## config.mk

```make
export PLATFORM = sky130hd
export DESIGN_NAME = uee_top
export DESIGN_NICKNAME = d
export VERILOG_FILES = /design/src/hw/uee_pkg.sv /design/src/hw/uee_skid.sv /design/src/hw/uee_top.sv
export SDC_FILE = /design/constraint.sdc
export NUM_CORES = 1
export LEC_CHECK = 0
export BUFFER_PORTS_ARGS = -buffer_cell sky130_fd_sc_hd__buf_2
export CAP_MARGIN = 20
export CORE_ASPECT_RATIO = 2
export CORE_MARGIN = 2
export CORE_UTILIZATION = 36
export CTS_CLUSTER_SIZE = 28
export DETAILED_ROUTE_END_ITERATION = 8
export HOLD_SLACK_MARGIN = 0.08
export PLACE_DENSITY_LB_ADDON = 0.08
export SYNTH_ARGS = -nofsm -noshare
export SYNTH_HDL_FRONTEND = slang
export SYNTH_SLANG_ARGS = --single-unit
```

## constraint.sdc

```tcl
create_clock -name ref_clk -period 3.15 [get_ports ref_clk]
set_clock_uncertainty 0.05 [all_clocks]
set_input_delay 0 -clock ref_clk [delete_from_list [all_inputs] [get_ports ref_clk]]
set_output_delay 0 -clock ref_clk [all_outputs]
set_load 0.02 [all_outputs]
```

## src/hw/uee_pkg.sv

```systemverilog
package uee_pkg;
  // ------------------------------------------------------------
  // status bit positions, reset values, sizes and receiver states
  // ------------------------------------------------------------
  localparam int unsigned FRAMING_BIT = 6;
  localparam int unsigned PARITY_BIT = 5;
  localparam int unsigned OVERRUN_BIT = 4;
  localparam logic PORT_ENABLE_RESET = 1'b0;
  localparam logic FLAG_RESET = 1'b0;
  localparam int unsigned DATA_BITS = 8;
  localparam int unsigned BAUD_DIV = 16;
  localparam logic [7:0] STATUS_RESET = 8'h00;

  typedef enum {
    UEE_IDLE,
    UEE_START,
    UEE_DATA,
    UEE_PARITY,
    UEE_STOP
  } uee_state_t;
endpackage

```

## src/hw/uee_skid.sv

```systemverilog
module uee_skid #(
  parameter int unsigned WIDTH = 8
) (
  input wire logic ref_clk,
  input wire logic rst_b,
  input wire logic flush,
  input wire logic in_valid,
  output logic in_ready,
  input wire logic [WIDTH-1:0] in_data,
  output logic out_valid,
  input wire logic out_ready,
  output logic [WIDTH-1:0] out_data
);
  // ------------------------------------------------------------
  // two-entry buffer
  // ------------------------------------------------------------
  logic [WIDTH-1:0] mem [2];
  logic [1:0] count;
  logic wr_ptr;
  logic rd_ptr;
  logic [1:0] next_count;
  logic next_wr_ptr;
  logic next_rd_ptr;
  logic push;
  logic pop;

  assign in_ready = (count != 2'h2);
  assign out_valid = (count != 2'h0);
  assign out_data = mem[rd_ptr];

  always_comb begin
    push = in_valid && in_ready;
    pop = out_valid && out_ready;
    next_count = count;
    next_wr_ptr = wr_ptr;
    next_rd_ptr = rd_ptr;
    if (flush) begin
      next_count = 2'h0;
      next_wr_ptr = 1'b0;
      next_rd_ptr = 1'b0;
    end else begin
      if (push) begin
        next_wr_ptr = ~wr_ptr;
      end
      if (pop) begin
        next_rd_ptr = ~rd_ptr;
      end
      if (push && !pop) begin
        next_count = count + 2'h1;
      end else if (pop && !push) begin
        next_count = count - 2'h1;
      end
    end
  end

  always_ff @(posedge ref_clk) begin
    if (!rst_b) begin
      count <= 2'h0;
      wr_ptr <= 1'b0;
      rd_ptr <= 1'b0;
    end else begin
      count <= next_count;
      wr_ptr <= next_wr_ptr;
      rd_ptr <= next_rd_ptr;
    end
    if (push && !flush) begin
      mem[wr_ptr] <= in_data;
    end
  end

  chk_skid_bound: assert property (@(posedge ref_clk) disable iff (!rst_b)
    count <= 2'h2) else $error("skid buffer over count");
endmodule // uee_skid

```

## src/hw/uee_top.sv

```systemverilog
// Behaviour
// - transfers only while port enabled, reset 0
// - disable stops transfers, flushes both buffers
// - character in flight on disable undefined
// - error flags read 1 on error, reset 0
// - framing flag bit6 on zero stop bit
// - parity checked when enabled, flag bit5
// - overrun flag bit4 when buffer still full
// - overrun keeps buffer, shift register overwritten
// - flags clear by write one or disable
// - external clock option, dedicated data pins
module uee_top #(
  parameter int unsigned DIV = uee_pkg::BAUD_DIV
) (
  input wire logic ref_clk,
  input wire logic rst_b,
  input wire logic port_enable,
  input wire logic parity_check_enable,
  input wire logic parity_odd,
  input wire logic ext_clk_select,
  input wire logic ext_clk_pin,
  input wire logic [7:0] status_clear,
  output logic [7:0] status,
  input wire logic [7:0] tx_data,
  input wire logic tx_valid,
  output logic tx_ready,
  output logic [7:0] rx_data,
  output logic rx_valid,
  input wire logic rx_read,
  output logic serial_tx_pin,
  input wire logic serial_rx_pin
);
  // ------------------------------------------------------------
  // bit tick: internal divider or external clock edge
  // ------------------------------------------------------------
  logic [7:0] div_cnt, next_div_cnt;
  logic ext_q, next_ext_q;
  logic tick;
  logic flush;

  assign flush = !port_enable;

  always_comb begin
    next_ext_q = ext_clk_pin;
    next_div_cnt = div_cnt + 8'h01;
    if (flush || div_cnt == 8'(DIV - 1)) begin
      next_div_cnt = 8'h00;
    end
    tick = ext_clk_select ? (ext_clk_pin && !ext_q)
                          : (div_cnt == 8'(DIV - 1));
    tick = tick && port_enable;
  end

  always_ff @(posedge ref_clk) begin
    if (!rst_b) begin
      div_cnt <= 8'h00;
      ext_q <= 1'b0;
    end else begin
      div_cnt <= next_div_cnt;
      ext_q <= next_ext_q;
    end
  end

  // ------------------------------------------------------------
  // transmit path through two-entry buffer
  // ------------------------------------------------------------
  logic txb_valid, txb_take;
  logic [7:0] txb_data;

  uee_skid #(.WIDTH(8)) u_tx_buf (
    .ref_clk(ref_clk),
    .rst_b(rst_b),
    .flush(flush),
    .in_valid(tx_valid && port_enable),
    .in_ready(tx_ready),
    .in_data(tx_data),
    .out_valid(txb_valid),
    .out_ready(txb_take),
    .out_data(txb_data)
  );

  logic [9:0] tx_sh, next_tx_sh;
  logic [3:0] tx_bits, next_tx_bits;

  always_comb begin
    next_tx_sh = tx_sh;
    next_tx_bits = tx_bits;
    txb_take = 1'b0;
    if (flush) begin
      next_tx_bits = 4'h0;
      next_tx_sh = 10'h3FF;
    end else if (tick) begin
      if (tx_bits != 4'h0) begin
        next_tx_sh = {1'b1, tx_sh[9:1]};
        next_tx_bits = tx_bits - 4'h1;
      end else if (txb_valid) begin
        txb_take = 1'b1;
        next_tx_sh = {1'b1, txb_data, 1'b0};
        next_tx_bits = 4'hA;
      end
    end
  end

  always_ff @(posedge ref_clk) begin
    if (!rst_b) begin
      tx_sh <= 10'h3FF;
      tx_bits <= 4'h0;
      serial_tx_pin <= 1'b1;
    end else begin
      tx_sh <= next_tx_sh;
      tx_bits <= next_tx_bits;
      serial_tx_pin <= (next_tx_bits != 4'h0) ? next_tx_sh[0] : 1'b1;
    end
  end

  // ------------------------------------------------------------
  // receive shift register
  // ------------------------------------------------------------
  uee_pkg::uee_state_t st, next_st;
  logic [7:0] rx_sh, next_rx_sh;
  logic [2:0] rx_idx, next_rx_idx;
  logic par_bit, next_par_bit;
  logic done;
  logic stop_bad;

  always_comb begin
    next_st = st;
    next_rx_sh = rx_sh;
    next_rx_idx = rx_idx;
    next_par_bit = par_bit;
    done = 1'b0;
    stop_bad = 1'b0;
    if (flush) begin
      next_st = uee_pkg::UEE_IDLE;
    end else if (tick) begin
      case (st)
        uee_pkg::UEE_IDLE: begin
          if (!serial_rx_pin) begin
            next_st = uee_pkg::UEE_DATA;
            next_rx_idx = 3'h0;
          end
        end
        uee_pkg::UEE_DATA: begin
          next_rx_sh = {serial_rx_pin, rx_sh[7:1]};
          next_rx_idx = rx_idx + 3'h1;
          if (rx_idx == 3'h7) begin
            next_st = parity_check_enable ? uee_pkg::UEE_PARITY
                                          : uee_pkg::UEE_STOP;
          end
        end
        uee_pkg::UEE_PARITY: begin
          next_par_bit = serial_rx_pin;
          next_st = uee_pkg::UEE_STOP;
        end
        uee_pkg::UEE_STOP: begin
          done = 1'b1;
          stop_bad = !serial_rx_pin;
          next_st = uee_pkg::UEE_IDLE;
        end
        default: next_st = uee_pkg::UEE_IDLE;
      endcase
    end
  end

  always_ff @(posedge ref_clk) begin
    if (!rst_b) begin
      st <= uee_pkg::UEE_IDLE;
      rx_sh <= 8'h00;
      rx_idx <= 3'h0;
      par_bit <= 1'b0;
    end else begin
      st <= next_st;
      rx_sh <= next_rx_sh;
      rx_idx <= next_rx_idx;
      par_bit <= next_par_bit;
    end
  end

  // ------------------------------------------------------------
  // receive buffer and error flags
  // ------------------------------------------------------------
  logic next_rx_valid;
  logic [7:0] next_rx_data;
  logic [7:0] next_status;
  logic par_bad, ovr;

  always_comb begin
    par_bad = parity_check_enable &&
              ((^rx_sh ^ par_bit) != parity_odd);
    ovr = done && rx_valid && !rx_read;
    next_rx_valid = rx_valid;
    next_rx_data = rx_data;
    next_status = status & ~status_clear;
    if (rx_read) begin
      next_rx_valid = 1'b0;
    end
    if (done && !ovr) begin
      next_rx_valid = 1'b1;
      next_rx_data = rx_sh;
      if (par_bad) begin
        next_status[uee_pkg::PARITY_BIT] = 1'b1;
      end
    end
    if (done && stop_bad) begin
      next_status[uee_pkg::FRAMING_BIT] = 1'b1;
    end
    if (ovr) begin
      next_status[uee_pkg::OVERRUN_BIT] = 1'b1;
    end
    if (flush) begin
      next_rx_valid = 1'b0;
      next_status = uee_pkg::STATUS_RESET;
    end
  end

  always_ff @(posedge ref_clk) begin
    if (!rst_b) begin
      rx_valid <= 1'b0;
      rx_data <= 8'h00;
      status <= uee_pkg::STATUS_RESET;
    end else begin
      rx_valid <= next_rx_valid;
      rx_data <= next_rx_data;
      status <= next_status;
    end
  end

  // ------------------------------------------------------------
  // checks
  // ------------------------------------------------------------
  chk_disable_flush: assert property (
    @(posedge ref_clk) disable iff (!rst_b)
    !port_enable |=> !rx_valid && status == 8'h00)
    else $error("disable did not flush");
  chk_overrun_keep: assert property (
    @(posedge ref_clk) disable iff (!rst_b)
    ovr |=> status[uee_pkg::OVERRUN_BIT] && rx_data == $past(rx_data))
    else $error("overrun changed buffer");
  chk_framing_set: assert property (
    @(posedge ref_clk) disable iff (!rst_b)
    done && stop_bad && port_enable |=> status[uee_pkg::FRAMING_BIT])
    else $error("framing flag missed");
  chk_no_tick_off: assert property (
    @(posedge ref_clk) disable iff (!rst_b)
    !port_enable |=> st == uee_pkg::UEE_IDLE && tx_bits == 4'h0)
    else $error("transfer while disabled");
  chk_parity_off: assert property (
    @(posedge ref_clk) disable iff (!rst_b)
    !parity_check_enable && !status[uee_pkg::PARITY_BIT]
      |=> !status[uee_pkg::PARITY_BIT])
    else $error("parity flag without check");
  chk_load_full: assert property (
    @(posedge ref_clk) disable iff (!rst_b)
    done && !rx_valid && port_enable |=> rx_valid && rx_data == $past(rx_sh))
    else $error("receive buffer not loaded");
  chk_flag_sticky: assert property (
    @(posedge ref_clk) disable iff (!rst_b)
    status[uee_pkg::OVERRUN_BIT] && port_enable
      && !status_clear[uee_pkg::OVERRUN_BIT] |=> status[uee_pkg::OVERRUN_BIT])
    else $error("flag lost without clear");
  chk_tx_idle: assert property (
    @(posedge ref_clk) disable iff (!rst_b)
    !port_enable |=> serial_tx_pin)
    else $error("line not idle when disabled");
endmodule // uee_top

```

==> impl_metrics.ini <==
[sta]
max_slew.worst_pin.slew_ns = 0.767
hold_viol = 0
slew_violations = 0
rsz0062_at_grt = false
fin_crit_ns = 2.70
fin_crit_sh_pct = 85.7
fmax_mhz = 370
setup_viol = 0
worst_slack_ns = 0.450
tns_ns = 0
slew-limit-headroom_pct = 48.7

[pwr]
p_sw_share_pct = 20.7
switching_power_uw = 423
seq_power_share_pct = 49.9
max-vdd-ir-drop_v = 0.000319
powerDensity_nw_per_um2 = 502
internal_power_mw = 1.63
p_comb_share_pct = 5.5
p_clk_share_pct = 44.6
p_leak_nw = 1.58

[floorplanning]
die_w_um = 71.5
rows = 49
die_y_um = 139
initial_core_util_pct = 36.8
io_pins = 45
core_area_um2 = 8890
die-area_um2 = 9920

[yosys]
yosysWarnings = 0
synth_top_area_share_pct = 37.3
syn-cell-area_um2 = 3280
yosysMostFrequentCell = dfxtp_1
synth_edf_count = 16
syn-instance-count = 320
synth_fp_nets = 351
ys_seq_area_share_pct = 51.9
synth.area.top_cells = dfxtp_1, edfxtp_1, mux2i_1, nor2b_1, xnor2_1
ys_types = 44
synth-async-reset-ratio_pct = 0
synth_ff_type = dfxtp_1
synth_common_cells = dfxtp_1, mux2i_1, nor2b_1
ys_ff_latch = 77
synth_top_area_cell = dfxtp_1
syn_avg_cell_area_um2 = 10.2

[hold_path]
hold_class = in -> reg
hold_path_depth = 4

[routing]
vias_per_cell = 4.97
drt-wirelength-per-cell_um = 13.9
drtIter0Drc = 96
ant_nets = 0
drcViolationCount = 0
wl_mm = 6.90
num_vias = 2461
first_pass_iters = 4

[placement]
place_area_um2 = 3570
gp_congestion = 0.774
dpl.hpwl_mm = 4.99
place_ws_ns = 0.728
dp.cells = 454
port_buffers = 44

[finish]
n_antenna_cell = 0
fin_cells = 495
synthToLayoutAreaGrowth_pct = 24.8
fin_area_um2 = 4090
drive_gt1_share_pct = 17.3
nets = 419
final_util_pct = 46.0

[critical_path]
worstPathArrival_ns = 2.92
crit_family = buffers and inverters
crit_buf_inv = 3
startpoint_type = flip-flop
critPathKind = reg -> reg
crit_chain = or4_4, o31ai_4, buf_4, nand4_1, buf_4, o41ai_1, dlygate4sd3_1
cp_num_cells = 7
critical_path_required_ns = 3.37
critical_path.most_common_cell = buf_4
cp_slowest_cell = or4_4
cp-end-kind = flip-flop
reg2reg_depth = 7
cp_max_fo = 13
slowest_delay_ns = 0.58

[global_routing]
antenna_found_initial = 0
grt.total_usage_pct = 15.0
grt_pass1_vias = 2440
grt_max_degree = 24
grt_pass1_wl_mm = 11.5
grt.overflow.total = 0

[job]
cap_violations = 0

[cts]
cts-root-buf = clkbuf_16
clk_latency_ns = 0.33
clockBufferDepth = 2
cts-resized-gates = 0
cts_buffers = 9
htreeDepth = 3
cts_setup_buffers = 0
clock-sinks = 77
ctsHoldBuffers = 25
tritoncts = built
clkTransAtPathRegs_ns = 0.05

[status]
outcome = completed
[kinds of logic after synthesis]
group | count (synthesis) | synth area share [%]
XOR/XNOR | 18 | 4.81
AO/OA/AOI/OAI | 53 | 10.4
AND/OR/NAND/NOR | 115 | 19.1
buffers and inverters | 26 | 3.82
adder cells (fa/ha/maj) | 5 | 1.91
multiplexers | 26 | 7.95
flip-flops | 77 | 51.9
[worst paths after layout]
check | slack (ns) | endpoint | start
max | 0.45 | status[5]$_SDFF_PN0_ | div_cnt[4]$_SDFF_PP0_
min | 0.08 | u_tx_buf.wr_ptr$_SDFFE_PN0P_ | tx_valid
max reg2reg | 0.45 | status[5]$_SDFF_PN0_ | div_cnt[4]$_SDFF_PP0_
min reg2reg | 0.39 | div_cnt[0]$_SDFF_PP0_ | div_cnt[0]$_SDFF_PP0_
[layout make-up]
cell class | instances | area (um^2)
repair buffers | 75 | 515
well taps | 102 | 128
clock buffers | 14 | 254
fillers | 838 | 4800
flip-flops and latches | 77 | 1700
inverters | 8 | 30.0
multi-input cells | 217 | 1450
clock inverters | 2 | 10.0
[layout by cell type (no fill, tap or decap), types with 4 or more instances in the layout]
master / n
dfxtp_1: 61
nor2_1: 21
inv_1: 8
clkbuf_1: 4
clkbuf_16: 9
a21oi_1: 21
ha_1: 5
nand2_1: 19
nor3b_1: 7
buf_4: 6
xor2_1: 5
nand3_1: 8
o21ai_0: 8
mux2i_1: 26
xnor2_1: 13
edfxtp_1: 16
buf_2: 44
nor2b_1: 22
o211ai_1: 9
dlygate4sd3_1: 25
and2_1: 6
nor3_1: 11
[layer usage]
metal	track usage (%)	up-vias	wire (um)	share of wire (%)
met5	0	-	0	0
met4	7.45	0	144	2.1
met3	4.29	10	256	3.7
met2	26.7	45	3740	54
met1	15.5	1144	2760	40
li1	-	1262	-	-
[power groups by stage]
| stage | clock network, mW | registers, mW | logic (mW) |
|---|---|---|---|
| floorplan | 0 | 1.04 | 0.0601 |
| global placement | 0 | 1.04 | 0.0932 |
| detailed placement | 0 | 1.04 | 0.0935 |
| CTS | 0.951 | 1.02 | 0.115 |
| global route | 0.996 | 1.02 | 0.126 |
| finish | 0.913 | 1.02 | 0.113 |
[through the flow]
step	hold slack (ns)	power, mW
finish	0.0850	2.05
global route	0.148	2.15
CTS	0.0843	2.09
detailed placement	0.114	1.14
global placement	0.111	1.14
floorplan	0.0261	1.10
[sequential cells by signal, summed over array words and instances (netlist names), 2 cells and up, named ones only]
register        count
tx_sh              10
u_tx_buf.mem       16
rx_sh               8
u_tx_buf.count      2
rx_data             8
div_cnt             8
status              8
st                  3
tx_bits             4
rx_idx              3
[worst min-delay path, stage by stage]
cell and delay, ns:
buf_2 0.07, and3_1 0.21, xnor2_1 0.08, nor2_1 0.07
Note: power is estimated with default switching activity, not from simulation.
